--- config.mk ---
export PLATFORM = sky130hd
export DESIGN_NAME = bad_decode
export DESIGN_NICKNAME = d
export VERILOG_FILES = /design/src/include/bad_pkg.sv /design/src/hw/bad_sync.sv /design/src/hw/bad_decode.sv
export SDC_FILE = /design/constraint.sdc
export NUM_CORES = 1
export LEC_CHECK = 0
export ABC_AREA = 1
export BUFFER_PORTS_ARGS = -buffer_cell sky130_fd_sc_hd__buf_2
export CORE_ASPECT_RATIO = 0.6
export CORE_MARGIN = 4
export CORE_UTILIZATION = 54
export CTS_BUF_LIST = sky130_fd_sc_hd__clkbuf_2 sky130_fd_sc_hd__clkbuf_4 sky130_fd_sc_hd__clkbuf_8
export DETAILED_ROUTE_END_ITERATION = 7
export PLACE_DENSITY = 0.79
export SYNTH_ARGS = -nofsm -noshare
export SYNTH_HDL_FRONTEND = slang
export SYNTH_SLANG_ARGS = --single-unit
--- constraint.sdc ---
create_clock -name core_clk_i -period 1.5 [get_ports core_clk_i]
set_clock_uncertainty 0.05 [all_clocks]
set_input_delay 0 -clock core_clk_i [delete_from_list [all_inputs] [get_ports core_clk_i]]
set_output_delay 0 -clock core_clk_i [all_outputs]
set_load 0.1 [all_outputs]
--- src/include/bad_pkg.sv ---
////////////////////////////////////////////////////////////////////////////////
// shared constants for the expansion board bus interface and address decoder
package bad_pkg;

  // backplane widths
  localparam int ADDR_W = 20;
  localparam int DATA_W = 8;
  localparam int OFFS_W = 12;
  localparam int BLOCKS = 16;
  localparam int BANKS = 8;

  // extended address field
  localparam int A_TOP = 19;
  localparam int BANK_LO = 16;
  localparam int BANK_W = 3;

  // memory address fields
  localparam int BLOCK_LO = 12;
  localparam int BLOCK_W = 4;
  localparam int SUB_LO = 10;
  localparam int SUB_W = 2;
  localparam int HALF_BIT = 11;

  // port address fields
  localparam int PBLK_LO = 4;
  localparam int PBLK_W = 4;
  localparam int INH_LO = 2;
  localparam int INH_W = 2;
  localparam logic [INH_W-1:0] INH_CODE = 2'h3;
  localparam int PAIR_LO = 1;
  localparam int PAIR_W = 3;

  // port pair codes inside the selected block
  localparam logic [PAIR_W-1:0] PAIR_SER1 = 3'h0;
  localparam logic [PAIR_W-1:0] PAIR_SER2 = 3'h1;
  localparam logic [PAIR_W-1:0] PAIR_TAPE = 3'h2;
  localparam logic [PAIR_W-1:0] PAIR_PAR_A = 3'h3;
  localparam logic [PAIR_W-1:0] PAIR_PAR_B = 3'h4;
  localparam logic [PAIR_W-1:0] PAIR_SWITCH = 3'h5;

  // per-memory strap: {two_k, sub, block}
  localparam int NUM_MEM = 5;
  localparam int MCFG_W = BLOCK_W + SUB_W + 1;
  localparam int MCFG_SUB_LO = BLOCK_W;
  localparam int MCFG_2K = BLOCK_W + SUB_W;

  // synchronised input vector layout
  localparam int IN_ADDR = 0;
  localparam int IN_SMEMR = IN_ADDR + ADDR_W;
  localparam int IN_SINP = IN_SMEMR + 1;
  localparam int IN_SOUT = IN_SINP + 1;
  localparam int IN_MWRITE = IN_SOUT + 1;
  localparam int IN_JUMP = IN_MWRITE + 1;
  localparam int IN_IDATA = IN_JUMP + 1;
  localparam int IN_DOUT = IN_IDATA + DATA_W;
  localparam int IN_EXTEN = IN_DOUT + DATA_W;
  localparam int IN_A19M = IN_EXTEN + 1;
  localparam int IN_BANK = IN_A19M + 1;
  localparam int IN_PBLK = IN_BANK + BANK_W;
  localparam int IN_MCFG = IN_PBLK + PBLK_W;
  localparam int IN_W = IN_MCFG + NUM_MEM * MCFG_W;

  // registered state of the decoder
  typedef struct packed {
    logic [DATA_W-1:0] din;
    logic din_oe;
    logic out_en_n;
    logic in_en_n;
    logic [DATA_W-1:0] idata;
    logic idata_oe;
    logic board_sel;
    logic io_act;
    logic bank_en_n;
    logic [BLOCKS-1:0] block_n;
    logic [NUM_MEM-1:0] mem_ce_n;
    logic [OFFS_W-1:0] addr_buf;
    logic ser1_n;
    logic ser2_n;
    logic tape_n;
    logic par_n;
    logic sw_n;
    logic func_wr;
  } bad_state_t;

endpackage

--- src/hw/bad_sync.sv ---
`timescale 1ns/1ps
////////////////////////////////////////////////////////////////////////////////
// three-stage pin synchroniser; a change is taken once stages two and three
// agree, so a single sampled glitch never reaches the decoder
module bad_sync #(
  parameter int W = 8
) (
  // clock and reset
  input wire logic core_clk_i,
  input wire logic rst_n_i,
  // pins and filtered levels
  input wire logic [W-1:0] async_i,
  output logic [W-1:0] sync_o
);

  typedef struct packed {
    logic [W-1:0] s1;
    logic [W-1:0] s2;
    logic [W-1:0] s3;
    logic [W-1:0] held;
  } bad_sync_st_t;

  bad_sync_st_t st_q, st_d;

  ////////////////////////////////////////////////////////////////////////////
  // shift chain; s1 feeds only s2
  always_comb begin
    st_d = st_q;
    st_d.s1 = async_i;
    st_d.s2 = st_q.s1;
    st_d.s3 = st_q.s2;
    for (int i = 0; i < W; i++) begin
      if (st_q.s2[i] == st_q.s3[i]) begin
        st_d.held[i] = st_q.s3[i];  // bits settle independently
      end
    end
    if (!rst_n_i) begin
      st_d = '0;
    end
  end

  // state register
  always_ff @(posedge core_clk_i) begin
    st_q <= st_d;
  end

  assign sync_o = st_q.held;

endmodule // bad_sync

--- src/hw/bad_decode.sv ---
`timescale 1ns/1ps
////////////////////////////////////////////////////////////////////////////////
module bad_decode (
  // clock and reset
  input wire logic core_clk_i,
  input wire logic rst_n_i,
  // backplane cycle
  input wire logic [bad_pkg::ADDR_W-1:0] addr_i,
  input wire logic smemr_i,
  input wire logic sinp_i,
  input wire logic sout_i,
  input wire logic mwrite_i,
  input wire logic jump_oe_i,
  // backplane data buses
  input wire logic [bad_pkg::DATA_W-1:0] dout_i,
  output logic [bad_pkg::DATA_W-1:0] din_o,
  output logic din_oe_o,
  // internal tristate data bus
  input wire logic [bad_pkg::DATA_W-1:0] int_data_i,
  output logic [bad_pkg::DATA_W-1:0] int_data_o,
  output logic int_data_oe_o,
  // static straps
  input wire logic ext_addr_en_i,
  input wire logic a19_match_i,
  input wire logic [bad_pkg::BANK_W-1:0] bank_cfg_i,
  input wire logic [bad_pkg::PBLK_W-1:0] port_block_cfg_i,
  input wire logic [bad_pkg::NUM_MEM*bad_pkg::MCFG_W-1:0] mem_cfg_i,
  // buffer and board status
  output logic out_buffer_enable_n_o,
  output logic in_buffer_enable_n_o,
  output logic board_select_o,
  output logic io_cycle_active_o,
  output logic bank_enable_n_o,
  output logic func_write_o,
  // memory selects
  output logic [bad_pkg::BLOCKS-1:0] block_sel_n_o,
  output logic [bad_pkg::NUM_MEM-1:0] mem_ce_n_o,
  output logic [bad_pkg::OFFS_W-1:0] mem_addr_o,
  // port selects
  output logic serial_one_select_n_o,
  output logic serial_two_select_n_o,
  output logic tape_select_n_o,
  output logic parallel_adapter_select_n_o,
  output logic switch_reg_select_n_o
);

  ////////////////////////////////////////////////////////////////////////////
  // helpers

  // one memory hit: block match, then 1K quarter or 2K half inside it;
  // a 2K part ignores A10, so only the upper strap bit of sub is compared
  // and the lower one is a don't-care for that socket
  function automatic logic mem_hit(
    input logic [bad_pkg::ADDR_W-1:0] a,
    input logic [bad_pkg::MCFG_W-1:0] cfg
  );
    logic blk_ok;
    logic sub_ok;
    blk_ok = a[bad_pkg::BLOCK_LO +: bad_pkg::BLOCK_W] ==
             cfg[0 +: bad_pkg::BLOCK_W];
    if (cfg[bad_pkg::MCFG_2K]) begin
      sub_ok = a[bad_pkg::HALF_BIT] ==
               cfg[bad_pkg::MCFG_SUB_LO + bad_pkg::SUB_W - 1];
    end else begin
      sub_ok = a[bad_pkg::SUB_LO +: bad_pkg::SUB_W] ==
               cfg[bad_pkg::MCFG_SUB_LO +: bad_pkg::SUB_W];
    end
    return blk_ok && sub_ok;
  endfunction

  ////////////////////////////////////////////////////////////////////////////
  // pin synchronisers; costs four cycles of latency but keeps the
  // decoder free of metastable levels from the backplane
  // straps pass the same chain; being static, the extra delay only
  // matters right after reset, when the first decode waits for them

  logic [bad_pkg::IN_W-1:0] raw_in;
  logic [bad_pkg::IN_W-1:0] syn;

  // pack every pin into one vector
  assign raw_in = {mem_cfg_i, port_block_cfg_i, bank_cfg_i, a19_match_i,
                   ext_addr_en_i, dout_i, int_data_i, jump_oe_i, mwrite_i,
                   sout_i, sinp_i, smemr_i, addr_i};

  bad_sync #(
    .W(bad_pkg::IN_W)
  ) u_sync (
    .core_clk_i(core_clk_i),
    .rst_n_i(rst_n_i),
    .async_i(raw_in),
    .sync_o(syn)
  );

  // unpacked synchronised fields
  // names below are filtered levels, never the raw pins
  logic [bad_pkg::ADDR_W-1:0] a;
  logic smemr;
  logic sinp;
  logic sout;
  logic mwrite;
  logic jump;
  logic [bad_pkg::DATA_W-1:0] idata;
  logic [bad_pkg::DATA_W-1:0] dout;
  logic ext_en;
  logic a19_match;
  logic [bad_pkg::BANK_W-1:0] bank_cfg;
  logic [bad_pkg::PBLK_W-1:0] pblk_cfg;
  logic [bad_pkg::NUM_MEM*bad_pkg::MCFG_W-1:0] mcfg;

  // field split
  assign a = syn[bad_pkg::IN_ADDR +: bad_pkg::ADDR_W];
  assign smemr = syn[bad_pkg::IN_SMEMR];
  assign sinp = syn[bad_pkg::IN_SINP];
  assign sout = syn[bad_pkg::IN_SOUT];
  assign mwrite = syn[bad_pkg::IN_MWRITE];
  assign jump = syn[bad_pkg::IN_JUMP];
  assign idata = syn[bad_pkg::IN_IDATA +: bad_pkg::DATA_W];
  assign dout = syn[bad_pkg::IN_DOUT +: bad_pkg::DATA_W];
  assign ext_en = syn[bad_pkg::IN_EXTEN];
  assign a19_match = syn[bad_pkg::IN_A19M];
  assign bank_cfg = syn[bad_pkg::IN_BANK +: bad_pkg::BANK_W];
  assign pblk_cfg = syn[bad_pkg::IN_PBLK +: bad_pkg::PBLK_W];
  assign mcfg = syn[bad_pkg::IN_MCFG +: bad_pkg::NUM_MEM * bad_pkg::MCFG_W];

  ////////////////////////////////////////////////////////////////////////////
  // decode and registered outputs

  // one packed state holds every registered output
  bad_pkg::bad_state_t st_q, st_d;

  always_comb begin
    logic io_act;
    logic top_ok;
    logic [bad_pkg::BANKS-1:0] bank_dec;
    logic bank_ok;
    logic mem_ok;
    logic [bad_pkg::NUM_MEM-1:0] hit;
    logic port_ok;
    logic [bad_pkg::PAIR_W-1:0] pair;
    logic ports_any;
    logic sel;
    logic rd_en;
    logic wr_en;
    // locals cleared first so no path leaves a latch
    io_act = 1'b0;
    top_ok = 1'b0;
    bank_dec = '0;
    bank_ok = 1'b0;
    mem_ok = 1'b0;
    hit = '0;
    port_ok = 1'b0;
    pair = '0;
    ports_any = 1'b0;
    sel = 1'b0;
    rd_en = 1'b0;
    wr_en = 1'b0;
    st_d = st_q;

    // any io strobe means this is not a memory cycle
    io_act = sinp | sout;

    // top bit polarity strap qualifies the bank decoder
    // a mismatched top bit leaves every bank output idle
    top_ok = a[bad_pkg::A_TOP] == a19_match;
    if (top_ok) begin
      bank_dec[a[bad_pkg::BANK_LO +: bad_pkg::BANK_W]] = 1'b1;
    end
    // bank enable held true while extended addressing is strapped off
    // limitation: only one bank output can be strapped to the enable
    bank_ok = !ext_en || bank_dec[bank_cfg];

    // memory may only answer outside io cycles, inside our bank
    // block selects stay idle in io so a port cycle never opens a memory
    mem_ok = bank_ok && !io_act;
    st_d.block_n = '1;
    if (mem_ok) begin
      st_d.block_n[a[bad_pkg::BLOCK_LO +: bad_pkg::BLOCK_W]] = 1'b0;
    end
    // each socket compares its own strap; overlapping straps are not caught
    for (int m = 0; m < bad_pkg::NUM_MEM; m++) begin
      hit[m] = mem_ok &&
               mem_hit(a, mcfg[m * bad_pkg::MCFG_W +: bad_pkg::MCFG_W]);
    end
    st_d.mem_ce_n = ~hit;
    // low offset follows the pins on every cycle, selected or not
    st_d.addr_buf = a[bad_pkg::OFFS_W-1:0];

    // port block decode, upper quarter of each block inhibited
    port_ok = io_act &&
              a[bad_pkg::PBLK_LO +: bad_pkg::PBLK_W] == pblk_cfg &&
              a[bad_pkg::INH_LO +: bad_pkg::INH_W] != bad_pkg::INH_CODE;
    // pair code drops A0, so each select covers two neighbouring ports; the parallel adapter select takes two pairs, four ports
    pair = a[bad_pkg::PAIR_LO +: bad_pkg::PAIR_W];
    st_d.ser1_n = 1'b1;
    st_d.ser2_n = 1'b1;
    st_d.tape_n = 1'b1;
    st_d.par_n = 1'b1;
    st_d.sw_n = 1'b1;
    if (port_ok) begin
      unique case (pair)
        bad_pkg::PAIR_SER1: st_d.ser1_n = 1'b0;
        bad_pkg::PAIR_SER2: st_d.ser2_n = 1'b0;
        bad_pkg::PAIR_TAPE: st_d.tape_n = 1'b0;
        bad_pkg::PAIR_PAR_A,
        bad_pkg::PAIR_PAR_B: st_d.par_n = 1'b0;
        bad_pkg::PAIR_SWITCH: st_d.sw_n = 1'b0;
        default: ;  // inhibited codes never reach here
      endcase
    end
    ports_any = port_ok;

    // board answers for any memory or port of its own
    // hits count per socket, not per 4K block, so an empty part of a
    // block leaves the board quiet on the backplane
    sel = (|hit) || ports_any;

    // read path toward the backplane; jump request bypasses decode
    // enable and drive share one term so they can never split
    rd_en = (sel && (smemr || sinp)) || jump;
    st_d.out_en_n = !rd_en;
    st_d.din_oe = rd_en;
    st_d.din = rd_en ? idata : '0;

    // write path always opens, but functions only see selected writes
    // trade-off: the internal bus also moves on foreign writes, which
    // costs toggling but keeps the buffer enable free of the decode
    wr_en = mwrite || sout;
    st_d.in_en_n = !wr_en;
    st_d.idata_oe = wr_en;
    st_d.idata = wr_en ? dout : '0;
    st_d.func_wr = wr_en && sel;

    st_d.board_sel = sel;
    st_d.io_act = io_act;
    st_d.bank_en_n = !bank_ok;

    // reset: every select idle, both buffers off
    // zero first, then every active low output back to its idle high
    if (!rst_n_i) begin
      st_d = '0;
      st_d.out_en_n = 1'b1;
      st_d.in_en_n = 1'b1;
      st_d.bank_en_n = 1'b1;
      st_d.block_n = '1;
      st_d.mem_ce_n = '1;
      st_d.ser1_n = 1'b1;
      st_d.ser2_n = 1'b1;
      st_d.tape_n = 1'b1;
      st_d.par_n = 1'b1;
      st_d.sw_n = 1'b1;
    end
  end

  // state register
  // no reset term here; the clear is folded into the next state
  always_ff @(posedge core_clk_i) begin
    st_q <= st_d;
  end

  ////////////////////////////////////////////////////////////////////////////
  // outputs, all straight from the state register
  // data outputs read zero whenever their enables are low

  assign din_o = st_q.din;
  assign din_oe_o = st_q.din_oe;
  assign int_data_o = st_q.idata;
  assign int_data_oe_o = st_q.idata_oe;
  assign out_buffer_enable_n_o = st_q.out_en_n;
  assign in_buffer_enable_n_o = st_q.in_en_n;
  assign board_select_o = st_q.board_sel;
  assign io_cycle_active_o = st_q.io_act;
  assign bank_enable_n_o = st_q.bank_en_n;
  assign func_write_o = st_q.func_wr;
  assign block_sel_n_o = st_q.block_n;
  assign mem_ce_n_o = st_q.mem_ce_n;
  assign mem_addr_o = st_q.addr_buf;
  assign serial_one_select_n_o = st_q.ser1_n;
  assign serial_two_select_n_o = st_q.ser2_n;
  assign tape_select_n_o = st_q.tape_n;
  assign parallel_adapter_select_n_o = st_q.par_n;
  assign switch_reg_select_n_o = st_q.sw_n;

endmodule // bad_decode

Yosys cells after proc, flatten, opt, wreduce, memory -nomap -nowiden
Index checks and enable logic that the tools add are counted.
W data, S select, Z words.
{"block": "word_totals", "register_bits": 402, "input_bits": 87, "out_inout_bits": 62, "elab_cells": 273}
{"block": "classes", "magnitude_cmp": 5, "eq_ne": 108, "muxes": 17, "bitwise_logic": 3, "n_reduce_logical": 34}
{"cell": "$eq A1 B1 Y1", "n": 91}
{"cell": "$eq A4 B4 Y1", "n": 6}
{"cell": "$logic_and A1 B1 Y1", "n": 17}
{"cell": "$not A16 Y16", "n": 1}
{"cell": "$mux W1", "n": 13}
{"cell": "$eq A2 B2 Y1", "n": 5}
{"cell": "$lt A3 B4 Y1 const B", "n": 2}
{"cell": "$mux W8", "n": 1}
{"cell": "$reduce_and A2 Y1", "n": 4}
{"cell": "$eq A3 B2 Y1 const B", "n": 2}
{"cell": "$eq A3 B3 Y1 const B", "n": 2}
{"cell": "$logic_not A1 Y1", "n": 5}
{"cell": "$logic_or A1 B1 Y1", "n": 5}
{"cell": "$lt A4 B5 Y1 const B", "n": 1}
{"cell": "$not A5 Y5", "n": 1}
{"cell": "$reduce_or A5 Y1", "n": 1}
{"cell": "$demux W1 S4", "n": 1}
{"cell": "$ge A4 B1 Y1 const B", "n": 1}
{"cell": "$bmux W1 S3", "n": 1}
{"cell": "$demux W1 S3", "n": 1}
{"cell": "$eq A3 B1 Y1 const B", "n": 1}
{"cell": "$ge A3 B1 Y1 const B", "n": 1}
{"cell": "$logic_not A3 Y1", "n": 1}
{"cell": "$ne A2 B2 Y1 const B", "n": 1}
{"cell": "2 further kinds", "n": 2}

Longest topological paths before layout
Gate-level depths: netlist of run 1.
{"block": "depth", "word_depth": 15, "mapped_depth": 14, "mapped_depth_nobuf": 13}

By module
A second synthesis of run 1 with hierarchy kept.
{"block": "unflattened", "cells_unflattened": 1540, "area_unflattened_um2": 13764.5}
{"module": "bad_sync", "n_inst": 1, "cells_each": 1228, "area_each_um2": 11268.3}
{"module": "bad_decode", "n_inst": 1, "cells_each": 312, "area_each_um2": 2496.1}

Least setup slack after synthesis of run 1
No wires, ideal clock.
{"block": "synth_timing", "path_type": "register to register", "start": "register u_sync.st_q, in the netlist u_sync.sync_o[19]", "end": "register st_q, in the netlist block_sel_n_o[11]", "t_arrival_ns": 1.242, "required_ns": 1.325, "setup_slack_ns": 0.083, "stages_incl_launch_ff": 12, "n_path_buf": 0, "period_less_slack_ns": 1.417, "path_cell_list": "dfxtp_1 inv_1 nand2_1 nand2_1 a21oi_2 nand3_1 nand2_2 nand2_2 nor2_8 inv_2 nor3_2 nand2_1"}
{"block": "synth_via", "elab_chain_cells": 7}
{"element": "start: declaration", "line_no": "bad_sync.sv:23", "text": "bad_sync_st_t st_q, st_d;"}
{"element": "start signal: assignment", "line_no": "bad_sync.sv:44", "text": "st_q <= st_d;"}
{"element": "$eq A1 B1 Y1", "line_no": "bad_decode.sv:164", "text": "top_ok = a[bad_pkg::A_TOP] == a19_match;"}
{"element": "$mux W8", "line_no": "bad_decode.sv:165", "text": "if (top_ok) begin"}
{"element": "$bmux W1 S3", "line_no": "bad_decode.sv:170", "text": "bank_ok = !ext_en || bank_dec[bank_cfg];"}
{"element": "$mux W1 (implied by the code)", "line_no": "bad_decode.sv:170"}
{"element": "$logic_or A1 B1 Y1", "line_no": "bad_decode.sv:170"}
{"element": "$logic_and A1 B1 Y1", "line_no": "bad_decode.sv:174", "text": "mem_ok = bank_ok && !io_act;"}
{"element": "$reduce_and A2 Y1 (no source line)"}
{"element": "end signal: assignment", "line_no": "bad_decode.sv:257", "text": "st_q <= st_d;"}
{"element": "end: declaration", "line_no": "bad_decode.sv:129", "text": "bad_pkg::bad_state_t st_q, st_d;"}
Every way passes these cells. The select of a mux whose other input is x is not followed.
A chain may end at the register's enable or synchronous reset.

Worst setup path after layout of run 1
{"block": "layout_timing", "start": "register u_sync.st_q, in the netlist u_sync.sync_o[5]", "end": "register st_q, in the netlist func_write_o"}
{"block": "layout_via", "elab_chain_cells": 5}
{"element": "$eq A4 B4 Y1", "line_no": "bad_decode.sv:190", "text": "a[bad_pkg::PBLK_LO +: bad_pkg::PBLK_W] == pblk_cfg &&"}
{"element": "$logic_and A1 B1 Y1", "line_no": "bad_decode.sv:189", "text": "port_ok = io_act &&"}
{"element": "$logic_and A1 B1 Y1", "line_no": "bad_decode.sv:190"}
{"element": "$logic_or A1 B1 Y1", "line_no": "bad_decode.sv:215", "text": "sel = (|hit) || ports_any;"}
{"element": "$logic_and A1 B1 Y1", "line_no": "bad_decode.sv:231", "text": "st_d.func_wr = wr_en && sel;"}
Every way passes these cells.

==> results of run 1 <==
==> registers in the layout (all words and copies together) (netlist names) <==
name / flops
u_sync.st_q: 255
u_sync.sync_o: 85
block_sel_n_o: 16
mem_addr_o: 12
din_o: 8
int_data_o: 8
mem_ce_n_o: 5
bank_enable_n_o: 1
board_select_o: 1
din_oe_o: 1
func_write_o: 1
in_buffer_enable_n_o: 1
int_data_oe_o: 1
io_cycle_active_o: 1
out_buffer_enable_n_o: 1
parallel_adapter_select_n_o: 1
serial_one_select_n_o: 1
serial_two_select_n_o: 1
switch_reg_select_n_o: 1
tape_select_n_o: 1
==> path summary, 6_finish.rpt <==
check / start / end / slack [ps]
setup / recovery: u_sync.sync_o[5] / func_write_o / -220
hold / removal: mem_cfg_i[4] / u_sync.st_q[309] / 90
setup reg to reg: u_sync.sync_o[5] / func_write_o / -220
hold reg to reg: u_sync.st_q[283] / u_sync.st_q[198] / 350
==> critical path, stage by stage, from the launching register on <==
cell     delay (ps)
dfxtp_2         360
inv_2            60
nand2_2          50
nand4_1         120
nor4_2          370
nand3_2         200
buf_6           190
a22oi_1         230
==> power by group <==
group,leakage (nW),total [W],switching (W),internal (W)
Clock,0.603,0.00839,0.00382,0.00457
Combinational,5.09,0.00119,0.000614,0.000580
Sequential,3.30,0.0111,0.000139,0.0110
Total,8.99,0.0207,0.00458,0.0161
==> routing by layer <==
metal  global-route usage, %  wire length, um  vias up
li1                        -                -     5100
met1                   30.95            13980     4743
met2                   39.06            14750      309
met3                   4.856             1872       72
met4                   7.674              791        0
met5                       0                0        -
==> logic make-up after synthesis <==
| family | after synthesis | share of synthesized area (%) |
|---|---|---|
| AND/OR/NAND/NOR | 480 | 15.32 |
| buffers and inverters | 385 | 11.81 |
| XOR/XNOR | 15 | 1.045 |
| flip-flops | 402 | 64.03 |
| AO/OA/AOI/OAI | 187 | 7.804 |
==> repair_timing <==
item / in CTS / in global routing
setup endpoints to repair: 27 / 65
pin swaps: 10 / 9
hold endpoints to repair: 296 / 7
buffers inserted: 5 / 3
cloned: 1 / 1
resized for setup: 34 / 47
hold buffers: 201 / 1
==> layout make-up <==
cell class,count,area (um^2),share of cell area (%)
flip-flops and latches,402,8080,46.96
multi-input cells,683,3222,18.72
clock inverters,5,25.02,0.1454
inverters,341,1295,7.526
clock buffers,88,1092,6.348
well taps,308,385.4,2.240
repair buffers,386,3108,18.06
==> placed cells by master (no fill, tap or decap), types with 11 or more instances in the layout <==
| cell type | netlist | final |
|---|---|---|
| dlygate4sd3_1 | 0 | 198 |
| nand2_2 | 4 | 11 |
| nand2_1 | 349 | 340 |
| inv_1 | 335 | 328 |
| buf_4 | 3 | 31 |
| clkbuf_8 | 0 | 69 |
| dfxtp_1 | 402 | 384 |
| buf_2 | 2 | 147 |
| nor2_1 | 98 | 92 |
| a21oi_1 | 96 | 87 |
| dfxtp_2 | 0 | 14 |
| clkbuf_4 | 0 | 19 |
| o21bai_1 | 12 | 12 |
| o21ai_0 | 74 | 73 |
==> metrics by stage <==
stage	setup WS, ps	TNS (ps)	cell area [um^2]	power [W]	util, %
after floorplan	82.68	0	12570	0.01180	-
after detailed placement	-153.7	-2906	13740	0.01208	61.23
after global placement	-101.9	-1078	13740	0.01205	61.23
after CTS	-105.8	-1049	17030	0.02073	75.91
after global routing	-262.6	-6234	17210	0.02149	76.69
final	-218.9	-2583	17210	0.02070	76.69
==> metrics.md, run 1 <==
| Metric | Value |
|---|---|
| Antenna violations before repair | 0 |
| Die H | 126.2 um |
| Grt total ovfl | 0 |
| Tmin final | 1719 ps |
| Mapped Cells | 1469 |
| Area added between synthesis and finish | 36.90% |
| CP max FO | 3 |
| Unrepaired setup endpoints after global routing | true |
| Hold Crit Depth | 4 |
| Starting DRC count in detailed routing | 845 |
| Fin nets | between 1500 and 2000 |
| Die Area | 25860 um^2 |
| Distinct cells, synth | 32 |
| Synth Area per Inst | 8.557 um^2 |
| Core area | 22440 um^2 |
| CTS root buf | clkbuf_8 |
| CTS Buffer Depth | 3 |
| Synth Register Bits | 402 |
| Crit start category | register |
| Via Count | 10224 |
| Standard-cell rows | 42 |
| Setup Viol. Count Final | 33 |
| Worst reg2reg path depth | 7 |
| Non-Filler Instances | 2213 |
| Top-count cell post-synth | dfxtp_1 |
| Synth Warn # | 0 |
| IO Port Bufs | 148 |
| Max Clock Freq | 581.8 MHz |
| Clk slew on worst S/H paths | 70 ps |
| Drc violations | 0 |
| CTS Buf Count | 53 |
| Final Hold Fails | 0 |
| Leakage power | 8.985 nW |
| Critical Path RT | 1930 ps |
| Cell Area, Synth | 12570 um^2 |
| Count of flip-flops with a built-in enable after synthesis | 0 |
| Io pins | ~150 |
| Share of cells above drive strength 1 | 18.85% |
| # diodes | 0 |
| Synth async-reset ratio | 0% |
| Drt total wl | approximately 31 mm |
| CP arrival | ~2200 ps |
| Die Wd | 205.0 um |
| Post-placement cell count | 1909 |
| GRT Total Usage | a little under a quarter |
| Maximum vdd drop | between 0.6 and 0.7 mV |
| Antenna-violating nets left | 0 |
| Final period util | 114.6% |
| Clk sinks | 402 |
| Max Cap Violations | 0 |
| Placer congestion estimate | slightly above 0.8 |
| Status | finished with violations |
| Register area share after synthesis | 64.03% |
| H-tree Lvls | 2 |
| Post-synth top area share | ~64% |
| Vias in the first global route | 10223 |
| Starting Density | 56.02% |
| Slew headroom | 56.03% |
| CP endpoint kind | register |
| CTS tree | done |
| Setup ws final | -218.9 ps |
| Vias per cell | 4.620 |
| Global-route wire length before repair | about 49 mm |
| Worst-Skew Late Latency | 580 ps |
| Layout fillers | about 1400 |
| Worst Max-Slew Pin Slew | between 600 and 700 ps |
| Synth area leader | dfxtp_1 |
| Synth top area cells | dfxtp_1 (64%), nand2_1 (10%), inv_1 (10%) |
| Main synth FF type | dfxtp_1 |
| First-pass detailed-route iteration total | 5 |
| PwrDens | 1203 nW/um^2 |
| Hold Slack | 89.29 ps |
| Mapped Nets | 1556 |
| Fin. max-slew vios | 0 |
| Detail Placement HPWL | 16.68 mm |
| Failing checks | negative setup slack |
| DR WL/cell | ~14 um |
| Synth cell count leaders | dfxtp_1 (402), nand2_1 (349), inv_1 (335) |
| Hold Crit Class | in2reg |
| CP Class | reg2reg |
| Pin count of the biggest net entering global routing | 99 |
(Power assumes the default switching activity.)
==> inputs of run 2 (changes only) <==
- CORE_UTILIZATION: 54 -> 64
- PLACE_DENSITY: 0.79 -> default
- PLACE_DENSITY_LB_ADDON: default -> 0.25
- clock period: 1.5 -> 2.15 ns (I/O delays scaled with it)
==> metrics.md, run 2 (synthesis gave the netlist of run 1 again) <==
| Metric | Value |
|---|---|
| P_int | 0.01116 W |
| Sequential power share | 54.5% |
| Worst reg2reg path depth | 11 |
| Global-route wire length before repair | 42.73 mm |
| Switch Pwr | 0.003065 W |
| Die Area | 22020 um^2 |
| Pin count of the biggest net entering global routing | approximately 180 |
| Core area | 19180 um^2 |
| Tmin final | 1822 ps |
| Io pins | 149 |
| DR WL/cell | 12.68 um |
| Commonest non-fill, non-tap cells in the layout | dfxtp_1 (402), nand2_1 (349), inv_1 (335) |
| CP endpoint kind | register |
| Reg2reg end | block_sel_n_o[12] |
| Hold Crit Class | in2reg |
| Setup TNS | 0 ps |
| CP max FO | 7 |
| Tot Pwr | about 0.014 W |
| CTS Buffer Depth | 3 |
| Placer congestion estimate | 0.8944 |
| GRT Total Usage | 23.51% |
| Drt total wl | ~26 mm |
| Via Count | 9286 |
| Vias in the first global route | ~9000 |
| Clock network power share | 41.0% |
| Unrepaired setup endpoints after global routing | false |
| Antenna-violating nets left | 0 |
| CP Class | reg2reg |
| Max Clock Freq | 549.0 MHz |
| Fin nets | 1814 |
| Critical Path RT | ~2500 ps |
| Final Hold Fails | 0 |
| CP arrival | 2190 ps |
| Setup Viol. Count Final | 0 |
| Worst-Skew Late Latency | 540 ps |
| Worst Setup EP | block_sel_n_o[12] |
| Slew headroom | 55.14% |
| Final period util | 84.73% |
| IO Port Bufs | 148 |
| Area added between synthesis and finish | 23.99% |
| Worst Max-Slew Pin Slew | 672.8 ps |
| Die H | 116.6 um |
| Fin. max-slew vios | 0 |
| Post-cts sizing count | 0 |
| Drc violations | 0 |
| Vias per cell | 4.572 |
| Commonest non-fill, non-tap cell in the layout | dfxtp_1 |
| Most flop-heavy register | u_sync.st_q |
| Starting DRC count in detailed routing | 625 |
| Gate power share | 4.6% |
| Layout fillers | 1202 |
| FF-to-FF setup slack | 330 ps |
| Crit start category | register |
| CTS root buf | clkbuf_8 |
| Standard-cell rows | 39 |
| Clk slew on worst S/H paths | about 70 ps |
| Clk sinks | 402 |
| Grt total ovfl | 0 |
| PwrDens | 912.9 nW/um^2 |
| Leakage power | 8.479 nW |
| CTS Buf Count | 52 |
| Maximum vdd drop | approximately 0.67 mV |
| Status | finished, final reports clean |
| Sw frac | 21.54% |
| Die Wd | 188.9 um |
| Max FFs per register | 255 |
| Max Cap Violations | 0 |
| # diodes | 0 |
| CP startpoint | u_sync.sync_o[19] |
| Starting Density | 65.54% |
| First-pass detailed-route iteration total | 5 |
| Share of cells above drive strength 1 | 15.07% |
| Detail Placement HPWL | 15.44 mm |
| Reg-to-Reg Start | u_sync.sync_o[19] |
| CTS tree | done |
| H-tree Lvls | 2 |
| Antenna violations before repair | 0 |
## run 2: worst min-delay path by stage
stage / from / cells past startpoint / slack (ps) / end
5_1_grt: int_data_i[1] / 4 / 100 / u_sync.st_q[281]
4_1_cts: mem_cfg_i[21] / 4 / 80 / u_sync.st_q[326]
6_report: mem_cfg_i[19] / 4 / 120 / u_sync.st_q[324]
2_1_floorplan: addr_i[0] / 2 / 50 / u_sync.st_q[255]
3_3_place_gp: mem_cfg_i[21] / 3 / 130 / u_sync.st_q[326]
3_5_place_dp: mem_cfg_i[21] / 3 / 130 / u_sync.st_q[326]
## run 2: area by class of cell
cell class                      instances  area, um^2  share of cell area, %
Clock inverter                          9       75.07                 0.4817
Tap cell                              266       332.8                  2.136
Inverter                              341        1282                  8.229
Multi-Input combinational cell        682        3038                  19.49
Sequential cell                       402        8048                  51.64
Clock buffer                           83        1055                  6.768
Timing Repair Buffer                  248        1754                  11.26
## run 2: stage by stage
stage               instances  util, %  area [um^2]  hold slack, ps  setup WS [ps]
finish                   2031    81.27        15580           119.7          328.4
global route             2031    81.27        15580           102.8          143.6
CTS                      2031    81.27        15580           80.45          352.6
detailed placement       1843    70.37        13490           133.8          380.1
global placement         1843    70.37        13490           131.0          423.7
floorplan                1469        -        12570           47.63          732.7
## run 2: power groups by stage
stage	registers [W]	logic [W]	clock network [W]
6_report	0.00775	0.000653	0.00583
5_1_grt	0.00776	0.000729	0.00631
3_5_place_dp	0.00791	0.000499	0
2_1_floorplan	0.00797	0.000269	0
4_1_cts	0.00775	0.000637	0.00593
3_3_place_gp	0.00790	0.000486	0
## run 2: routing by layer
layer | vias up | wire length (um) | global-route usage [%]
met5 | - | 0 | 0
met4 | 0 | 208 | 4.609
met1 | 4208 | 12460 | 32.94
li1 | 4820 | - | -
met2 | 236 | 11510 | 38.31
met3 | 22 | 1571 | 5.317
## run 2: repair_timing
item / 4_1_cts / 5_1_grt
endpoints found under the hold margin: 134 / 0
buffers inserted: 0 / 0
hold buffers: 96 / 0
## run 2: critical path, stage by stage, from the launching register on
cell,delay (ps)
dfxtp_1,370
inv_1,70
nand2_1,70
nand2_1,70
a21oi_2,110
nand3_1,100
nand2_2,110
nand2_2,90
nor2_8,170
inv_2,100
nor3_2,270
nand2_1,110
